===== src/core/ihs_pkg.sv =====
// Shared constants and types for the ISA host-side signalling block
package ihs_pkg;

  // Documented widths and counts
  localparam int IHS_SLOTS         = 2;   // Card slots behind the adapter
  localparam int IHS_IRQ_LINES     = 10;  // Interrupt request outputs
  localparam int IHS_DATA_W        = 16;  // System data bus width
  localparam int IHS_CHECK_PERIODS = 3;   // Channel-check pulse, in ISA clock periods
  localparam int IHS_WAIT_PERIODS  = 1;   // Register-selected wait, in ISA clock periods

  // Values after reset
  localparam logic       IHS_BASE_SEL_RST = 1'b0;
  localparam logic [2:0] IHS_CNT_RST      = 3'h0;
  localparam logic [1:0] IHS_LANES_RST    = 2'h0;

  // Host interrupt numbers carried by irq_req[0] .. irq_req[9]
  localparam logic [3:0] IHS_IRQ_NUM [IHS_IRQ_LINES] = '{
    4'h3, 4'h4, 4'h5, 4'h7, 4'h9, 4'ha, 4'hb, 4'hc, 4'he, 4'hf
  };

  // Host bus strobes, all as seen on the ISA pins
  typedef struct packed {
    logic memr_n;   // Memory read, active low
    logic memw_n;   // Memory write, active low
    logic ior_n;    // I/O read, active low
    logic iow_n;    // I/O write, active low
    logic aen;      // Address enable, high during DMA
    logic sbhe_n;   // Byte-high enable, active low
  } ihs_strobe_t;

  // Per-slot status from the card side
  typedef struct packed {
    logic mem_wide;  // Card window is 16-bit memory
    logic io_wide;   // Card window is 16-bit I/O
    logic wait_n;    // Card asks for a wait, active low
    logic spkr_n;    // Card digital audio, active low
    logic irq;       // Card interrupt, active high
  } ihs_card_t;

  // Host cycle sequencer, Gray along idle-wait-transfer-end
  typedef enum logic [1:0] {
    IHS_IDLE = 2'b00,
    IHS_WAIT = 2'b01,
    IHS_XFER = 2'b11,
    IHS_END  = 2'b10
  } ihs_state_t;

endpackage : ihs_pkg


===== src/core/ihs_check_pulse.sv =====
// Channel-check pulse generator timed in ISA clock periods
`timescale 1ns/1ps
module ihs_check_pulse
  import ihs_pkg::*;
#(
  parameter int PERIODS = IHS_CHECK_PERIODS
) (
  input  logic sys_clk,
  input  logic arst_n,
  input  logic sreset,
  input  logic sclk_rise,
  input  logic req,
  output logic check_n
);

  initial begin
    if (PERIODS < 1 || PERIODS > 7) $error("ihs_check_pulse: PERIODS must be 1..7");
  end

  // The pulse ends on the rise that closes its last period
  localparam logic [2:0] LAST = 3'(PERIODS - 1);

  logic       pend_reg;
  logic       pend_next;
  logic       busy_reg;
  logic       busy_next;
  logic [2:0] cnt_reg;
  logic [2:0] cnt_next;
  logic       check_n_next;

  // A request waits for the next ISA clock rise so the low time is whole periods
  assign pend_next    = sreset ? 1'b0 : (req || (pend_reg && !(sclk_rise && !busy_reg)));
  assign busy_next    = sreset ? 1'b0 :
                        (!busy_reg ? (pend_reg && sclk_rise) : !(sclk_rise && cnt_reg == LAST));
  assign cnt_next     = (!busy_reg || sreset) ? IHS_CNT_RST :
                        (sclk_rise ? cnt_reg + 3'h1 : cnt_reg);
  // Low from the starting rise to the PERIODS-th rise after it  // see RULE_15
  assign check_n_next = !busy_next;                              // see RULE_14

  // Registers; requests during a pulse queue one more pulse
  always_ff @(posedge sys_clk or negedge arst_n) begin
    if (!arst_n) begin
      pend_reg <= 1'b0;
      busy_reg <= 1'b0;
      cnt_reg  <= IHS_CNT_RST;
      check_n  <= 1'b1;
    end else begin
      pend_reg <= pend_next;
      busy_reg <= busy_next;
      cnt_reg  <= cnt_next;
      check_n  <= check_n_next;
    end
  end

endmodule : ihs_check_pulse


===== src/core/ihs_host_port.sv =====
// ISA host-side strobes, open-drain indications, interrupts and speaker pin
`timescale 1ns/1ps

// Notes on behaviour
// RULE_01: Pull 16-bit I/O select low for a 16-bit I/O card.
// RULE_02: Hold channel ready low while a cycle waits.
// RULE_03: Signal 16-bit memory select for a 16-bit memory card.
// RULE_04: Memory write strobe low forwards a write to the card.
// RULE_05: Memory read strobe low returns card data.
// RULE_06: Byte-high enable low selects the upper byte lane.
// RULE_07: During system reset, sample the shared pin as base select.
// RULE_08: Outside reset, drive the shared pin as speaker output.
// RULE_09: Speaker output carries card digital audio to the host.
// RULE_10: Pull no-wait low for an access without wait states.
// RULE_11: Never no-wait in 16-bit I/O cycles; otherwise only when enabled.
// RULE_12: Ten active-high interrupt outputs for host lines 3-5, 7, 9-12, 14-15.
// RULE_13: Each slot interrupt goes to exactly one selected output; a slot that selects an unlisted number drives none.
// RULE_14: Drive channel check low to request a non-maskable interrupt.
// RULE_15: Each channel-check pulse lasts three ISA clock periods.
// RULE_16: Selected wait holds channel ready low one ISA clock period.
// RULE_17: Host holds system reset high; base select is sampled then.
// RULE_18: Ignore strobes while address enable is high (DMA).
module ihs_host_port
  import ihs_pkg::*;
#(
  parameter int SLOTS        = IHS_SLOTS,
  parameter int WAIT_PERIODS = IHS_WAIT_PERIODS,
  parameter int SLOT_W       = $clog2(IHS_SLOTS)
) (
  input  logic                     sys_clk,
  input  logic                     arst_n,
  input  logic                     system_reset_in,
  input  logic                     sclk,
  input  ihs_strobe_t              strobe,
  input  logic [IHS_DATA_W-1:0]    sys_d_i,
  output logic [IHS_DATA_W-1:0]    sys_d_o,
  output logic                     sys_d_oe,
  input  logic                     hit,
  input  logic                     hit_io,
  input  logic [SLOT_W-1:0]        hit_slot,
  input  logic                     addr_odd,
  input  logic                     io_wide_select_n_i,
  output logic                     io_wide_select_n_o,
  output logic                     io_wide_select_n_oe,
  input  logic                     channel_ready_i,
  output logic                     channel_ready_o,
  output logic                     channel_ready_oe,
  input  logic                     mem_wide_select_i,
  output logic                     mem_wide_select_o,
  output logic                     mem_wide_select_oe,
  input  logic                     zero_wait_n_i,
  output logic                     zero_wait_n_o,
  output logic                     zero_wait_n_oe,
  input  logic                     speaker_or_base_select_i,
  output logic                     speaker_or_base_select_o,
  output logic                     speaker_or_base_select_oe,
  output logic [IHS_IRQ_LINES-1:0] irq_req,
  output logic                     channel_check_n,
  output logic                     base_select,
  input  logic                     zero_wait_en,
  input  logic                     wait_state_en,
  input  logic [SLOTS-1:0][3:0]    irq_sel,
  input  logic [SLOTS-1:0]         speaker_en,
  input  logic                     check_req,
  input  ihs_card_t [SLOTS-1:0]    card,
  input  logic [IHS_DATA_W-1:0]    card_rdata,
  output logic [IHS_DATA_W-1:0]    card_wdata,
  output logic                     card_rd,
  output logic                     card_wr,
  output logic [1:0]               card_byte_en,
  output logic [SLOT_W-1:0]        card_slot
);

  initial begin
    if (SLOTS < 2 || SLOTS > 8) $error("ihs_host_port: SLOTS must be 2..8");
    if (SLOT_W != $clog2(SLOTS)) $error("ihs_host_port: SLOT_W must be clog2(SLOTS)");
    if (WAIT_PERIODS < 1 || WAIT_PERIODS > 6) $error("ihs_host_port: WAIT_PERIODS 1..6");
  end

  // One rise aligns to the ISA clock, the rest measure whole periods
  localparam logic [2:0] WAIT_RISES = 3'(WAIT_PERIODS + 1);

  //////////////////////////////////////////////////////////////////////////////
  // ISA clock edge and strobe decode

  logic        sclk_prev_reg;
  logic        sclk_rise;
  logic        mem_rd;
  logic        mem_wr;
  logic        io_rd;
  logic        io_wr;
  logic        any_rd;
  logic        any_wr;
  logic        start;
  ihs_card_t   sel_card;

  // Pins are synchronous to sys_clk, so one stage is enough for the edge
  assign sclk_rise = sclk && !sclk_prev_reg;

  // DMA cycles carry address enable high and never belong to the adapter
  assign mem_rd   = !strobe.memr_n && !hit_io && !strobe.aen;   // see RULE_05, RULE_18
  assign mem_wr   = !strobe.memw_n && !hit_io && !strobe.aen;   // see RULE_04, RULE_18
  assign io_rd    = !strobe.ior_n && hit_io && !strobe.aen;     // see RULE_18
  assign io_wr    = !strobe.iow_n && hit_io && !strobe.aen;     // see RULE_18
  assign any_rd   = mem_rd || io_rd;
  assign any_wr   = mem_wr || io_wr;
  assign start    = hit && (any_rd || any_wr);
  assign sel_card = card[hit_slot];

  //////////////////////////////////////////////////////////////////////////////
  // Cycle sequencer

  ihs_state_t       state_reg;
  ihs_state_t       state_next;
  logic [2:0]       rise_cnt_reg;
  logic [2:0]       rise_cnt_next;
  logic             cyc_rd_reg;
  logic             cyc_rd_next;
  logic             cyc_wr_reg;
  logic             cyc_wr_next;
  logic             cyc_io16_reg;
  logic             cyc_io16_next;
  logic             waited_reg;
  logic             waited_next;
  logic [1:0]       lanes_reg;
  logic [1:0]       lanes_next;
  logic [SLOT_W-1:0] slot_reg;
  logic [SLOT_W-1:0] slot_next;
  logic             need_wait;
  logic             wait_done;
  logic             strobe_gone;

  // Register-selected wait or a card asking for one both stretch the cycle
  assign need_wait   = wait_state_en || !sel_card.wait_n;                 // see RULE_16
  assign wait_done   = (!wait_state_en || rise_cnt_reg >= WAIT_RISES) &&
                       card[slot_reg].wait_n;                              // see RULE_02
  assign strobe_gone = !(cyc_rd_reg ? any_rd : any_wr);

  // Next state; system reset abandons any cycle
  always_comb begin
    state_next = state_reg;
    if (system_reset_in) begin
      state_next = IHS_IDLE;
    end else begin
      unique case (state_reg)
        IHS_IDLE: if (start) state_next = need_wait ? IHS_WAIT : IHS_XFER;
        IHS_WAIT: begin
          if (strobe_gone)    state_next = IHS_END;
          else if (wait_done) state_next = IHS_XFER;
        end
        IHS_XFER: if (strobe_gone) state_next = IHS_END;
        IHS_END:  state_next = IHS_IDLE;
      endcase
    end
  end

  // Attributes freeze at the start so the card sees a stable request
  wire take = (state_reg == IHS_IDLE) && start && !system_reset_in;
  assign cyc_rd_next   = take ? any_rd : cyc_rd_reg;
  assign cyc_wr_next   = take ? (any_wr && !any_rd) : cyc_wr_reg;
  assign cyc_io16_next = take ? (hit_io && sel_card.io_wide) : cyc_io16_reg;
  assign waited_next   = take ? need_wait : waited_reg;
  assign slot_next     = take ? hit_slot : slot_reg;
  // Low lane for even addresses, high lane when byte-high enable is low
  assign lanes_next    = take ? {!strobe.sbhe_n, !addr_odd} : lanes_reg;   // see RULE_06
  assign rise_cnt_next = (state_reg != IHS_WAIT) ? IHS_CNT_RST :
                         (sclk_rise && rise_cnt_reg != 3'h7) ? rise_cnt_reg + 3'h1 :
                         rise_cnt_reg;

  // Sequencer registers
  always_ff @(posedge sys_clk or negedge arst_n) begin
    if (!arst_n) begin
      state_reg     <= IHS_IDLE;
      rise_cnt_reg  <= IHS_CNT_RST;
      sclk_prev_reg <= 1'b0;
      cyc_rd_reg    <= 1'b0;
      cyc_wr_reg    <= 1'b0;
      cyc_io16_reg  <= 1'b0;
      waited_reg    <= 1'b0;
      lanes_reg     <= IHS_LANES_RST;
      slot_reg      <= '0;
    end else begin
      state_reg     <= state_next;
      rise_cnt_reg  <= rise_cnt_next;
      sclk_prev_reg <= sclk;
      cyc_rd_reg    <= cyc_rd_next;
      cyc_wr_reg    <= cyc_wr_next;
      cyc_io16_reg  <= cyc_io16_next;
      waited_reg    <= waited_next;
      lanes_reg     <= lanes_next;
      slot_reg      <= slot_next;
    end
  end

  //////////////////////////////////////////////////////////////////////////////
  // Bus-side indications, all registered; ready and no-wait from next-state terms, widths from address decode

  logic ready_oe_next;
  logic io_wide_oe_next;
  logic mem_wide_oe_next;
  logic zero_wait_oe_next;
  logic xfer_next;

  assign xfer_next        = (state_next == IHS_XFER);
  assign ready_oe_next    = (state_next == IHS_WAIT);                     // see RULE_02, RULE_16
  // Address decode alone drives the width pins, ahead of the strobes
  assign io_wide_oe_next  = !system_reset_in && hit && hit_io && !strobe.aen &&
                            sel_card.io_wide;                              // see RULE_01
  // Open drain: 16-bit shown by release, 8-bit by pull-low
  assign mem_wide_oe_next = !system_reset_in && hit && !hit_io && !strobe.aen &&
                            !sel_card.mem_wide;                            // see RULE_03
  assign zero_wait_oe_next = xfer_next && zero_wait_en && !cyc_io16_next &&
                             !waited_next;                                 // see RULE_10, RULE_11

  // Open-drain pins only ever pull low
  assign io_wide_select_n_o = 1'b0;
  assign channel_ready_o    = 1'b0;
  assign mem_wide_select_o  = 1'b0;
  assign zero_wait_n_o      = 1'b0;

  // Enable flops for the open-drain pins
  always_ff @(posedge sys_clk or negedge arst_n) begin
    if (!arst_n) begin
      channel_ready_oe    <= 1'b0;
      io_wide_select_n_oe <= 1'b0;
      mem_wide_select_oe  <= 1'b0;
      zero_wait_n_oe      <= 1'b0;
    end else begin
      channel_ready_oe    <= ready_oe_next;
      io_wide_select_n_oe <= io_wide_oe_next;
      mem_wide_select_oe  <= mem_wide_oe_next;
      zero_wait_n_oe      <= zero_wait_oe_next;
    end
  end

  //////////////////////////////////////////////////////////////////////////////
  // Card-side request and data path

  logic card_rd_next;
  logic card_wr_next;

  assign card_rd_next = xfer_next && cyc_rd_next;   // see RULE_05
  assign card_wr_next = xfer_next && cyc_wr_next;   // see RULE_04

  // Data drive is dropped one cycle after the strobe to avoid bus contention
  always_ff @(posedge sys_clk or negedge arst_n) begin
    if (!arst_n) begin
      card_rd      <= 1'b0;
      card_wr      <= 1'b0;
      card_byte_en <= IHS_LANES_RST;
      card_slot    <= '0;
      card_wdata   <= '0;
      sys_d_o      <= '0;
      sys_d_oe     <= 1'b0;
    end else begin
      card_rd      <= card_rd_next;
      card_wr      <= card_wr_next;
      card_byte_en <= (card_rd_next || card_wr_next) ? lanes_next : IHS_LANES_RST; // see RULE_06
      card_slot    <= slot_next;
      card_wdata   <= sys_d_i;                       // see RULE_04
      sys_d_o      <= card_rdata;                    // see RULE_05
      sys_d_oe     <= card_rd_next;                  // see RULE_05
    end
  end

  //////////////////////////////////////////////////////////////////////////////
  // Interrupt routing

  logic [IHS_IRQ_LINES-1:0] irq_next;
  logic [SLOTS-1:0]         spk_bits;

  // A slot matches only the line whose number it selects; others stay off
  for (genvar gi = 0; gi < IHS_IRQ_LINES; gi++) begin : g_irq
    logic [SLOTS-1:0] match;
    for (genvar gs = 0; gs < SLOTS; gs++) begin : g_slot
      assign match[gs] = card[gs].irq && (irq_sel[gs] == IHS_IRQ_NUM[gi]); // see RULE_13
    end
    assign irq_next[gi] = |match;                                          // see RULE_12
  end

  // Audio from enabled slots is mixed by exclusive-or, as on a PC speaker line
  for (genvar gs = 0; gs < SLOTS; gs++) begin : g_spk
    assign spk_bits[gs] = speaker_en[gs] && !card[gs].spkr_n;             // see RULE_09
  end

  //////////////////////////////////////////////////////////////////////////////
  // Shared speaker / base-select pin and interrupts

  // Base select follows the pin through the reset window and holds its last value
  always_ff @(posedge sys_clk or negedge arst_n) begin
    if (!arst_n) begin
      base_select               <= IHS_BASE_SEL_RST;
      speaker_or_base_select_oe <= 1'b0;
      speaker_or_base_select_o  <= 1'b0;
      irq_req                   <= '0;
    end else begin
      if (system_reset_in) begin
        base_select <= speaker_or_base_select_i;                // see RULE_07, RULE_17
      end
      speaker_or_base_select_oe <= !system_reset_in;            // see RULE_07, RULE_08
      speaker_or_base_select_o  <= !system_reset_in && (^spk_bits); // see RULE_08, RULE_09
      irq_req                   <= system_reset_in ? '0 : irq_next;
    end
  end

  //////////////////////////////////////////////////////////////////////////////
  // Non-maskable channel check

  ihs_check_pulse #(
    .PERIODS (IHS_CHECK_PERIODS)
  ) u_check (
    .sys_clk   (sys_clk),
    .arst_n    (arst_n),
    .sreset    (system_reset_in),
    .sclk_rise (sclk_rise),
    .req       (check_req),
    .check_n   (channel_check_n)
  );

endmodule : ihs_host_port


===== config.mk =====
export PLATFORM = sky130hd
export DESIGN_NAME = ihs_host_port
export DESIGN_NICKNAME = d
export VERILOG_FILES = /design/src/core/ihs_pkg.sv /design/src/core/ihs_check_pulse.sv /design/src/core/ihs_host_port.sv
export SDC_FILE = /design/constraint.sdc
export NUM_CORES = 1
export LEC_CHECK = 0
export ABC_AREA = 1
export BUFFER_PORTS_ARGS = -buffer_cell sky130_fd_sc_hd__buf_2
export CAP_MARGIN = 10
export CORE_MARGIN = 3
export CORE_UTILIZATION = 35
export CTS_CLUSTER_SIZE = 16
export DETAILED_ROUTE_END_ITERATION = 16
export PLACE_DENSITY_LB_ADDON = 0.2
export SLEW_MARGIN = 20
export SYNTH_ARGS = -nofsm -noshare
export SYNTH_HDL_FRONTEND = slang
export SYNTH_SLANG_ARGS = --single-unit

===== constraint.sdc =====
create_clock -name sys_clk -period 3.7 [get_ports sys_clk]
set_input_delay 0.37 -clock sys_clk [delete_from_list [all_inputs] [get_ports sys_clk]]
set_output_delay 0.37 -clock sys_clk [all_outputs]
set_load 0.02 [all_outputs]

==> results.md, run 1 <==
* Status: finished clean
* Rel. slew slack at 40.4%
* Initial DRT Pass Iterations at 6
* Gate Count Post-Synth at ~270
* Switching Share at approximately 28%
* Distinct cell type count after synthesis at 32
* Metal2 WL at a little under 3 mm
* IR drop worst, VDD at ~0.25 mV
* Reg-to-Reg End: rise_cnt_reg[1]
* Count of pins over their slew limit at 0
* Sum Neg Setup Slack at 0 ns
* Endpoints failing setup at 0
* Largest regs: card_wdata (16), sys_d_o (16), irq_req (10)
* Initial DRC count at 54
* CP Capture Type: flip-flop
* Slowest cell on crit path: dfrtp_1
* Most common cell after layout, fill and taps aside: buf_2
* Hold WC Path Type: in2reg
* Ys Warns at 0
* Layout Nets at 477
* Gr usage total at between 10% and 20%
* Remaining antenna violation count at 0
* Worst R2R Start: sclk_prev_reg
* Routed met3 length at about 600 µm
* Initial Util at 37.1%
* Pwr per Cell Area at approximately 450 nW/µm²
* Max Cap Violations at 0
* IO Count at about 130
* Crit-path max FO at 7
* Post-synth EDFFs at 0
* Pre-CTS WS at roughly 2.0 ns
* Layout filler cell count at about 730
* # diodes at 0
* Final wirelength at between 6 and 7 mm
* Most frequent cells in the layout: buf_2, dfrtp_1, nand2_1
* Number of post-CTS setup repair buffers at 0
* Fmax at roughly 710 MHz
* # hold bufs at CTS at 0
* Clk pwr share at about a third
* Die area at about 9000 µm²
* Number of global-route vias before repair at between 2000 and 2500
* Largest net degree at the start of global routing at 73
* Synthesized cell area at ~2800 µm²
* Top sig layer: met4
* Fin crit period at 1.42 ns
* RSZ-0062 raised after global routing: false
* Wire length on met1 at approximately 2.5 mm
* Most common cell on crit path: nor2_1
* Average size of a mapped cell at about 10 µm²
* Root buffer cell: clkbuf_8
* Crit-path cells: nor2_1 -> inv_1 -> nor2_1 -> a21oi_1 -> o21a_1
* Reg2reg setup slack at between 2 and 2.5 ns
* Startpoint types: flip-flop
* Worst R2R Path Depth at 5
* Routed via count at 2206
* TritonCTS Buffers at 9
* Sw Pwr at approximately 460 µW
* Worst path max stage delay at around 0.37 ns
* Period utilization at roughly two fifths
* Fin. Hold Viols at 0
* Worst-path clk slew at approximately 0.08 ns
* GPL Wtd Cong at 0.791
* Via density at 4.39
* Chip height at ~95 µm
* Post_cts resized at 0
* Main synth FF type: dfrtp_1
* Core area at between 7000 and 8000 µm²
* Least-Margin Pin Slew at approximately 0.9 ns
* CTS tree: built
* Worst Path Arrival at about 1.6 ns
* Layout cells sized above 1 at between 30% and 40%
* Ys async rst share at 100%
* DR WL/cell at approximately 12 µm
* WS Path Type: reg2reg
* Area Overhead vs Synth at 32.1%
* CTS Buffer Depth at 2
* Power Internal at 1180 µW
* Data required, critical path at about 4 ns
* Lkg Pwr at between 0.002 and 0.0025 µW
* Clock Sinks at ~70
* First-pass GRT wire length at between 9 and 10 mm
* Die width at ~95 µm
* Clock latency on the worst-skew pair at roughly 0.34 ns
* DR DRC count at 0
* Post-DP HPWL at between 4 and 5 mm
* Initial antenna violation count at 0
* Worst Setup SP: sclk_prev_reg
* Post-layout power at around 1600 µW
* Post-synthesis sequential area ratio at 65.0%
* Grt ovf at 0
* Final WS setup at about 2.3 ns
* I/O Buffers at between 100 and 150
* Synth Register Bits at slightly above 70
* Combinational Power Share at 13.8%
* Row count at 31
* Worst Setup EP: rise_cnt_reg[1]
* Seq pwr share at about 52%
* Layout Skew at about 0.013 ns
* Htree depth at 3
synth_stat cells (3+ instances only):
cell type,instances,area (µm²)
dfrtp_1,71,1780
nand2_1,42,158
inv_1,41,154
nor2_1,24,90.1
a21oi_1,12,60.1
nand3_1,12,60.1
o21ai_0,9,45.0
nand4_1,6,37.5
nor3_1,6,30.0
buf_4,5,37.5
ha_1,5,62.6
inv_2,5,18.8
nand2_2,4,25.0
a22oi_1,3,22.5
power by group through the flow:
stage	clock network, µW	logic (µW)	registers (µW)
floorplan	0	94.9	902
global placement	0	226	866
CTS	581	231	852
global route	621	258	857
detailed placement	0	230	867
finish	558	226	852
cells by family (layout without fill, tap and decap cells):
logic type	count (synthesis)	after routing	share of synthesized area, %
other	1	4	0.135
and+or+nand+nor	102	102	17.4
buffers and inverters	54	188	8.30
muxes	1	1	0.361
DFF	72	72	65.0
AOI/OAI and AO/OA	31	31	6.54
adders and majority gates	5	5	2.25
worst max-delay path: cells and delay by family, from the launching register on:
kind,cells,cell delay [ns]
simple gates,2,0.57
flops,1,0.37
compound gates,2,0.21
buf+inv,1,0.17
routing by layer:
metal / track usage, % / vias to the layer above
li1: - / 1098
met1: 17.6 / 1014
met2: 22.6 / 87
met3: 4.97 / 7
met4: 7.21 / 0
met5: 0 / -
cell type report:
type                            count  area [µm²]  share of cell area [%]
Clock buffer                       10         138                    3.75
Inverter                           47         178                    4.85
Timing Repair Buffer              125         628                    17.1
Tap cell                           99         124                    3.38
Clock inverter                      6        42.5                    1.16
Multi-Input combinational cell    143         753                    20.5
Sequential cell                    72        1800                    49.2
how the worst min path moves through the flow:
stage                        from            end  slack [ns]  cells past startpoint
finish              card_rdata[0]     sys_d_o[0]        0.13                      1
floorplan                  arst_n    base_select        0.07                      0
global route        card_rdata[1]     sys_d_o[1]        0.10                      1
CTS                    sys_d_i[3]  card_wdata[3]        0.11                      1
global placement      base_select    base_select        0.47                      2
detailed placement    base_select    base_select        0.48                      2
through the flow:
step / hold slack (ns) / instance area [µm²] / cells / utilization, %
6_report: 0.127 / 3670 / 502 / 49.0
3_3_place_gp: 0.470 / 3490 / 486 / 46.6
3_5_place_dp: 0.477 / 3490 / 486 / 46.6
2_1_floorplan: 0.0744 / 2790 / 269 / -
4_1_cts: 0.107 / 3670 / 502 / 49.0
5_1_grt: 0.103 / 3670 / 502 / 49.0
Power figures use the tool's default switching activity.
==> run 2: changes to the inputs <==
--- a/config.mk
+++ b/config.mk
@@ -5,7 +5,7 @@
 export SDC_FILE = /design/constraint.sdc
 export NUM_CORES = 1
 export LEC_CHECK = 0
-export ABC_AREA = 1
+export ABC_AREA = 0
 export BUFFER_PORTS_ARGS = -buffer_cell sky130_fd_sc_hd__buf_2
 export CAP_MARGIN = 10
 export CORE_MARGIN = 3
==> constraint.sdc (replaced) <==
create_clock -name sys_clk -period 1.5 [get_ports sys_clk]
set_input_delay 0.15 -clock sys_clk [delete_from_list [all_inputs] [get_ports sys_clk]]
set_output_delay 0.15 -clock sys_clk [all_outputs]
set_load 0.02 [all_outputs]
==> results.md, run 2 <==
* Status: finished, violations left
* Failing checks: negative setup slack
* Final WS setup at -0.237 ns (-2.52 ns)
* Sw Pwr at 1130 µW (+150%)
* Worst-path clk slew at 0.08 ns (about the same)
* RSZ-0062 raised after global routing: true
* Layout Nets at 480 (+0.63%)
* Startpoint types: flip-flop
* Post-DP HPWL at 4.73 mm (+2.4%)
* IR drop worst, VDD at 0.500 mV (+100%)
* Layout Skew at 0.00818 ns (-0.00440 ns)
* Final wirelength at 6.81 mm (+11%)
* Count of pins over their slew limit at 0 (unchanged)
* Worst R2R Start: cyc_rd_reg
* First-pass GRT wire length at 10.8 mm (+9.5%)
* Initial antenna violation count at 0 (unchanged)
* Synth Register Bits at 72 (unchanged)
* Root buffer cell: clkbuf_8
* Fin. Hold Viols at 0 (unchanged)
* Max Cap Violations at 0 (unchanged)
* Largest regs: card_wdata (16), sys_d_o (16), irq_req (10)
* Yosys top cell by area: dfrtp_1
* Switching Share at 26.1% (-2.1 points)
* CTS tree: built
* Area contributors post-synth: dfrtp_1, nor2_1, mux2i_1
* WS Path Type: reg2reg
* Routed via count at 2302 (+4.4%)
* Post-synthesis mux area share at 4.99% (+4.6 points)
* Most instantiated library cell after synthesis: dfrtp_1
* Period utilization at 116% (+77 points)
* M3 GR Usage at 5.74% (+0.76 points)
* Number of global-route vias before repair at 2386 (+8.9%)
* Post-synth EDFFs at 0 (unchanged)
* Power Internal at 3210 µW (+170%)
* TritonCTS Buffers at 9 (unchanged)
* Distinct cell type count after synthesis at 51 (+59%)
* Placed inst area at 3580 µm² (+2.8%)
* CTS Buffer Depth at 2 (unchanged)
* Initial DRC count at 33 (-39%)
* Most common cell after layout, fill and taps aside: buf_2
* Worst min-delay path endpoint: u_check.pend_reg
* Average size of a mapped cell at 12.5 µm² (+20%)
* Gate Count Post-Synth at 220 (-17%)
* Reg-to-Reg End: card_byte_en[0]
* Met1 usage in global routing at 16.6% (-1.0 points)
* Die width at 94.7 µm (-0.32%)
* Worst R2R Path Depth at 5 (unchanged)
* CP Capture Type: flip-flop
* Combinational Power Share at 15.9% (+2.1 points)
* M2 GR Usage at 28.4% (+5.8 points)
* Core area at 7450 µm² (-0.52%)
* Hold WC Path Type: in2reg
* Post-synthesis sequential area ratio at 65.4% (+0.44 points)
* Main synth FF type: dfrtp_1
* Lkg Pwr at 0.00215 µW (+5.8%)
* Most frequent cells in the layout: buf_2, dfrtp_1, dlygate4sd3_1
* Synth top area share at 64.5% (+0.44 points)
* Ys async rst share at 100% (unchanged)
* Grt ovf at 0 (unchanged)
* Ys Warns at 0 (unchanged)
* Worst Path Arrival at 1.96 ns (+0.32 ns)
* Finished layout cell area at 4270 µm² (+17%)
* Area Overhead vs Synth at 55.1%
* Largest net degree at the start of global routing at 73 (unchanged)
* DR DRC count at 0 (unchanged)
* Hold Worst Slack at 0.0400 ns (-0.0871 ns)
* Gr busiest metal: met2
* Hold Crit Depth at 3 (+2)
* Adder-cell share of the synthesized area at 2.27% (+0.015 points)
* DR WL/cell at 13.5 µm (+10%)
* Seq pwr share at 48.6% (-3.4 points)
* Chip height at 94.7 µm (-0.32%)
* Endpoints failing setup at 11 (+11)
* Clock Sinks at 72 (unchanged)
* Post-Synth Simple-Gate Area at 14.3% (-3.1 points)
* Htree depth at 3 (unchanged)
* Gr usage total at 15.8% (+1.4 points)
* Pre-CTS WS at -0.221 ns (-2.25 ns)
* Pwr per Cell Area at 1020 nW/µm² (+130%)
* Min-delay src: check_req
* Initial DRT Pass Iterations at 4 (-2)
* Die area at 8980 µm² (-0.63%)
* I/O Buffers at 125 (unchanged)
* Reg2reg setup slack at -0.24 ns (-2.52 ns)
* Crit-path max FO at 7 (unchanged)
* Data required, critical path at 1.73 ns (-2.19 ns)
* Clk pwr share at 35.5% (+1.4 points)
* Largest family of logic cells by synthesized area: simple AND/OR/NAND/NOR gates
* Top cells by instance count after synthesis: dfrtp_1, nor2_1, inv_1
* Synthesized cell area at 2760 µm² (-0.68%)
* Via density at 4.56 (+3.7%)
* Layout cells sized above 1 at 45.8% (+6.1 points)
* Initial Util at 37.0% (-0.059 points)
* IO Count at 134 (unchanged)
* Row count at 31 (unchanged)
* Compound-Gate Fraction of Synth Area at 6.95% (+0.41 points)
* Fmax at 576 MHz (-18%)
* Clock latency on the worst-skew pair at 0.34 ns (about the same)
* # diodes at 0 (unchanged)
* Fin crit period at 1.74 ns (+0.319 ns)
* GPL Wtd Cong at 0.840 (+6.2%)
* Remaining antenna violation count at 0 (unchanged)
* XOR/XNOR Fraction of Synth Area at 1.27% (+1.3 points)
[run 2: cell types whose count changed after synthesis, moves of 5 or more]
cell / delta
nand2_1: -30
inv_1: -28
o21ai_0: -7
mux2_2: +6
mux2i_1: +6
nand3_1: -6
nand4_1: -5
nor2b_1: +5
[run 2: worst max-delay path: stages, from the launching register on]
cell and delay, ns:
dfrtp_1 0.42, mux2_4 0.32, nor2_2 0.11, a21oi_2 0.05
o41a_4 0.52, and4bb_1 0.20
[run 2: worst max path at each step]
stage                          startpoint  slack [ns]               to
after floorplan           rise_cnt_reg[0]       -0.18   zero_wait_n_oe
after global placement    rise_cnt_reg[0]       -0.20   zero_wait_n_oe
after detailed placement  rise_cnt_reg[0]       -0.22   zero_wait_n_oe
after CTS                 rise_cnt_reg[0]       -0.23   zero_wait_n_oe
after global routing           cyc_rd_reg       -0.27  card_byte_en[0]
final                          cyc_rd_reg       -0.24  card_byte_en[0]
[run 2: metal layers]
metal | wire length [µm] | vias to the layer above
met5 | 0 | -
met4 | 148 | 0
met3 | 487 | 13
met2 | 3620 | 80
met1 | 2550 | 1111
li1 | - | 1098
[run 2: power by group through the flow]
| stage | clock network, µW | registers (µW) | logic, µW |
|---|---|---|---|
| after floorplan | 0 | 2220 | 210 |
| after global placement | 0 | 2140 | 563 |
| after detailed placement | 0 | 2140 | 571 |
| after CTS | 1610 | 2110 | 671 |
| after global routing | 1680 | 2120 | 755 |
| final | 1540 | 2110 | 692 |
[run 2: cell type report]
cell class	instances	area, µm²
Fill cell	679	3170
Timing Repair Buffer	179	1150
Clock inverter	6	67.6
Multi-Input combinational cell	125	941
Clock buffer	10	138
Tap cell	99	124
Sequential cell	72	1800
Inverter	14	52.6
[run 2: kinds of logic after synthesis]
group / Yosys count
compound gates: 26
xor+xnor: 4
fa+ha+maj: 5
buf+inv: 26
flops: 72
mux: 13
other cells: 1
simple gates: 73
[run 2: repair_timing]
item                       CTS  global route
pin swaps                    2             6
buffers inserted             1             1
hold buffers                36             0
hold endpoints to repair   106             0
setup endpoints to repair   14            15
gates resized for setup      9            15
[run 2: metrics by stage]
| stage | total power, µW | setup TNS (ns) | utilization, % | std cells |
|---|---|---|---|---|
| floorplan | 2430 | -0.748 | - | 223 |
| global placement | 2700 | -1.49 | 48.1 | 451 |
| detailed placement | 2710 | -1.84 | 48.1 | 451 |
| CTS | 4390 | -1.20 | 56.3 | 504 |
| global route | 4550 | -1.87 | 57.4 | 505 |
| finish | 4340 | -1.39 | 57.4 | 505 |
==> run 3: changes to the inputs <==
==> constraint.sdc (replaced) <==
create_clock -name sys_clk -period 1.69 [get_ports sys_clk]
set_input_delay 0.169 -clock sys_clk [delete_from_list [all_inputs] [get_ports sys_clk]]
set_output_delay 0.169 -clock sys_clk [all_outputs]
set_load 0.02 [all_outputs]
==> results.md, run 3 (synthesis results as in run 2) <==
* Most common cell after layout, fill and taps aside: buf_2
* Initial Util at 37.0% (unchanged)
* Worst-path clk slew at 0.07 ns (about the same)
* Failing checks: negative setup slack
* RSZ-0062 raised after global routing: true
* Layout cells sized above 1 at 43.6% (-2.2 points)
* Die width at 94.7 µm (unchanged)
* Root buffer cell: clkbuf_8
* Hold WC Path Type: in2reg
* CTS Buffer Depth at 2 (unchanged)
* Finished layout cell area at 4170 µm² (-2.5%)
* CP bufs+invs at 0 (unchanged)
* Htree depth at 3 (unchanged)
* First-pass GRT wire length at 10.6 mm (-1.6%)
* Via density at 4.52 (-0.78%)
* Worst min-delay path endpoint: lanes_reg[0]
* Final WS setup at -0.0412 ns (+0.196 ns)
* Grt ovf at 0 (unchanged)
* Initial DRT Pass Iterations at 4 (unchanged)
* Lkg Pwr at 0.00212 µW (-1.3%)
* Min-delay src: addr_odd
* Fin. Hold Viols at 0 (unchanged)
* I/O Buffers at 125 (unchanged)
* Most frequent cells in the layout: buf_2, dfrtp_1, dlygate4sd3_1
* Largest regs: card_wdata (16), sys_d_o (16), irq_req (10)
* Core area at 7450 µm² (unchanged)
* Data required, critical path at 1.91 ns (+0.18 ns)
* Status: finished, violations left
* Final wirelength at 6.63 mm (-2.6%)
* Worst Path Arrival at 1.95 ns (about the same)
* Count of pins over their slew limit at 0 (unchanged)
* IR drop worst, VDD at 0.503 mV (+0.65%)
* Fmax at 578 MHz (+0.32%)
* Placed inst area at 3560 µm² (-0.63%)
* Routed via count at 2257 (-2.0%)
* Initial DRC count at 57 (+73%)
* Clock latency on the worst-skew pair at 0.32 ns (-0.02 ns)
* DR DRC count at 0 (unchanged)
* Chip height at 94.7 µm (unchanged)
* Crit-path max FO at 7 (unchanged)
* Slowest cell on crit path: o41a_4
* Initial antenna violation count at 1 (+1)
* Clock Sinks at 72 (unchanged)
* Layout Skew at 0.00292 ns (-0.00527 ns)
* Placed cells at 448 (-0.67%)
* IO Count at 134 (unchanged)
* WS Path Type: reg2reg
* Reg-to-Reg End: card_byte_en[0]
* Die area at 8980 µm² (unchanged)
* Hold Crit Depth at 2 (-1)
* DR WL/cell at 13.3 µm (-1.5%)
* Startpoint types: flip-flop
* CP Capture Type: flip-flop
* GPL Wtd Cong at 0.869 (+3.5%)
* Post-Layout Cell Count at 499 (-1.2%)
* Worst path max stage delay at 0.53 ns (about the same)
* Period utilization at 102% (-13 points)
* Post-layout power at 3900 µW (-10%)
* Layout Nets at 473 (-1.5%)
* Endpoints failing setup at 4 (-7)
* Number of global-route vias before repair at 2267 (-5.0%)
* Delay-heaviest family, CP: compound AO/OA/AOI/OAI gates
* Remaining antenna violation count at 0 (unchanged)
* Fin crit period at 1.73 ns (-0.00551 ns)
* Area Overhead vs Synth at 51.2%
* Row count at 31 (unchanged)
* Max Cap Violations at 0 (unchanged)
* Pwr per Cell Area at 936 nW/µm² (-7.9%)
* Worst R2R Path Depth at 5 (unchanged)
* TritonCTS Buffers at 9 (unchanged)
* Crit-path cells: mux2_4 -> nor2_4 -> a21oi_2 -> o41a_4 -> and4bb_1
* Largest net degree at the start of global routing at 54 (-26%)
* Gr usage total at 15.5% (-0.26 points)
* Reg2reg setup slack at -0.04 ns (+0.20 ns)
* Worst R2R Start: cyc_rd_reg
* Post-DP HPWL at 4.93 mm (+4.2%)
* CTS tree: built
run 3: cell count changes in the layout (fill, tap and decap cells not counted), moves of 2 or more:
| cell | previous run | this run |
|---|---|---|
| buf_6 | 4 | 1 |
| ha_1 | 2 | 5 |
| mux2_2 | 2 | 5 |
| mux2_4 | 4 | 1 |
| dlygate4sd3_1 | 36 | 34 |
| ha_4 | 2 | 0 |
| nor2_2 | 2 | 0 |
run 3: worst max-delay path by stage:
stage,start,endpoint,slack [ns],depth (start not counted)
3_3_place_gp,rise_cnt_reg[0],card_byte_en[0],-0.04,6
5_1_grt,cyc_rd_reg,card_byte_en[0],-0.08,5
2_1_floorplan,rise_cnt_reg[0],card_byte_en[0],-0.001,6
6_report,cyc_rd_reg,card_byte_en[0],-0.04,5
3_5_place_dp,hit_io,zero_wait_n_oe,-0.06,7
4_1_cts,cyc_rd_reg,card_byte_en[0],-0.05,5
run 3: routing by layer:
metal	share of wire (%)	track usage, %
met1	40	18.0
met2	52	26.6
met3	6.0	3.43
met4	2.7	8.05
met5	0	0
run 3: through the flow:
step	hold slack [ns]	TNS, ns	setup WS (ns)	util (%)
finish	0.0361	-0.119	-0.0412	55.9
global route	0.0302	-0.269	-0.0773	55.9
CTS	0.0250	-0.139	-0.0504	55.4
detailed placement	0.0718	-0.193	-0.0632	47.8
global placement	0.0709	-0.0914	-0.0351	47.8
floorplan	-0.127	-0.00143	-0.00143	-
run 3: what timing repair did:
action	4_1_cts	5_1_grt
pin swaps	1	2
endpoints found under the setup margin	5	7
hold buffers	34	0
buffers inserted	0	0
resized for setup	1	9
hold endpoints to repair	52	0
run 3: cell type report:
class                      count  area [µm²]
timing repair buffer         172        1080
sequential                    72        1800
tap                           99         124
inverter                      14        52.6
clock buffer                   9         124
clock inverter                 7        95.1
antenna                        1        2.50
multi-input combinational    125         883
fill                         691        3280
run 3: where the power goes:
group	internal (µW)	leakage (µW)	switching, µW
Combinational	276	0.00111	307
Sequential	1820	0.000901	42.1
Clock	833	0.000110	619
Total	2930	0.00212	968
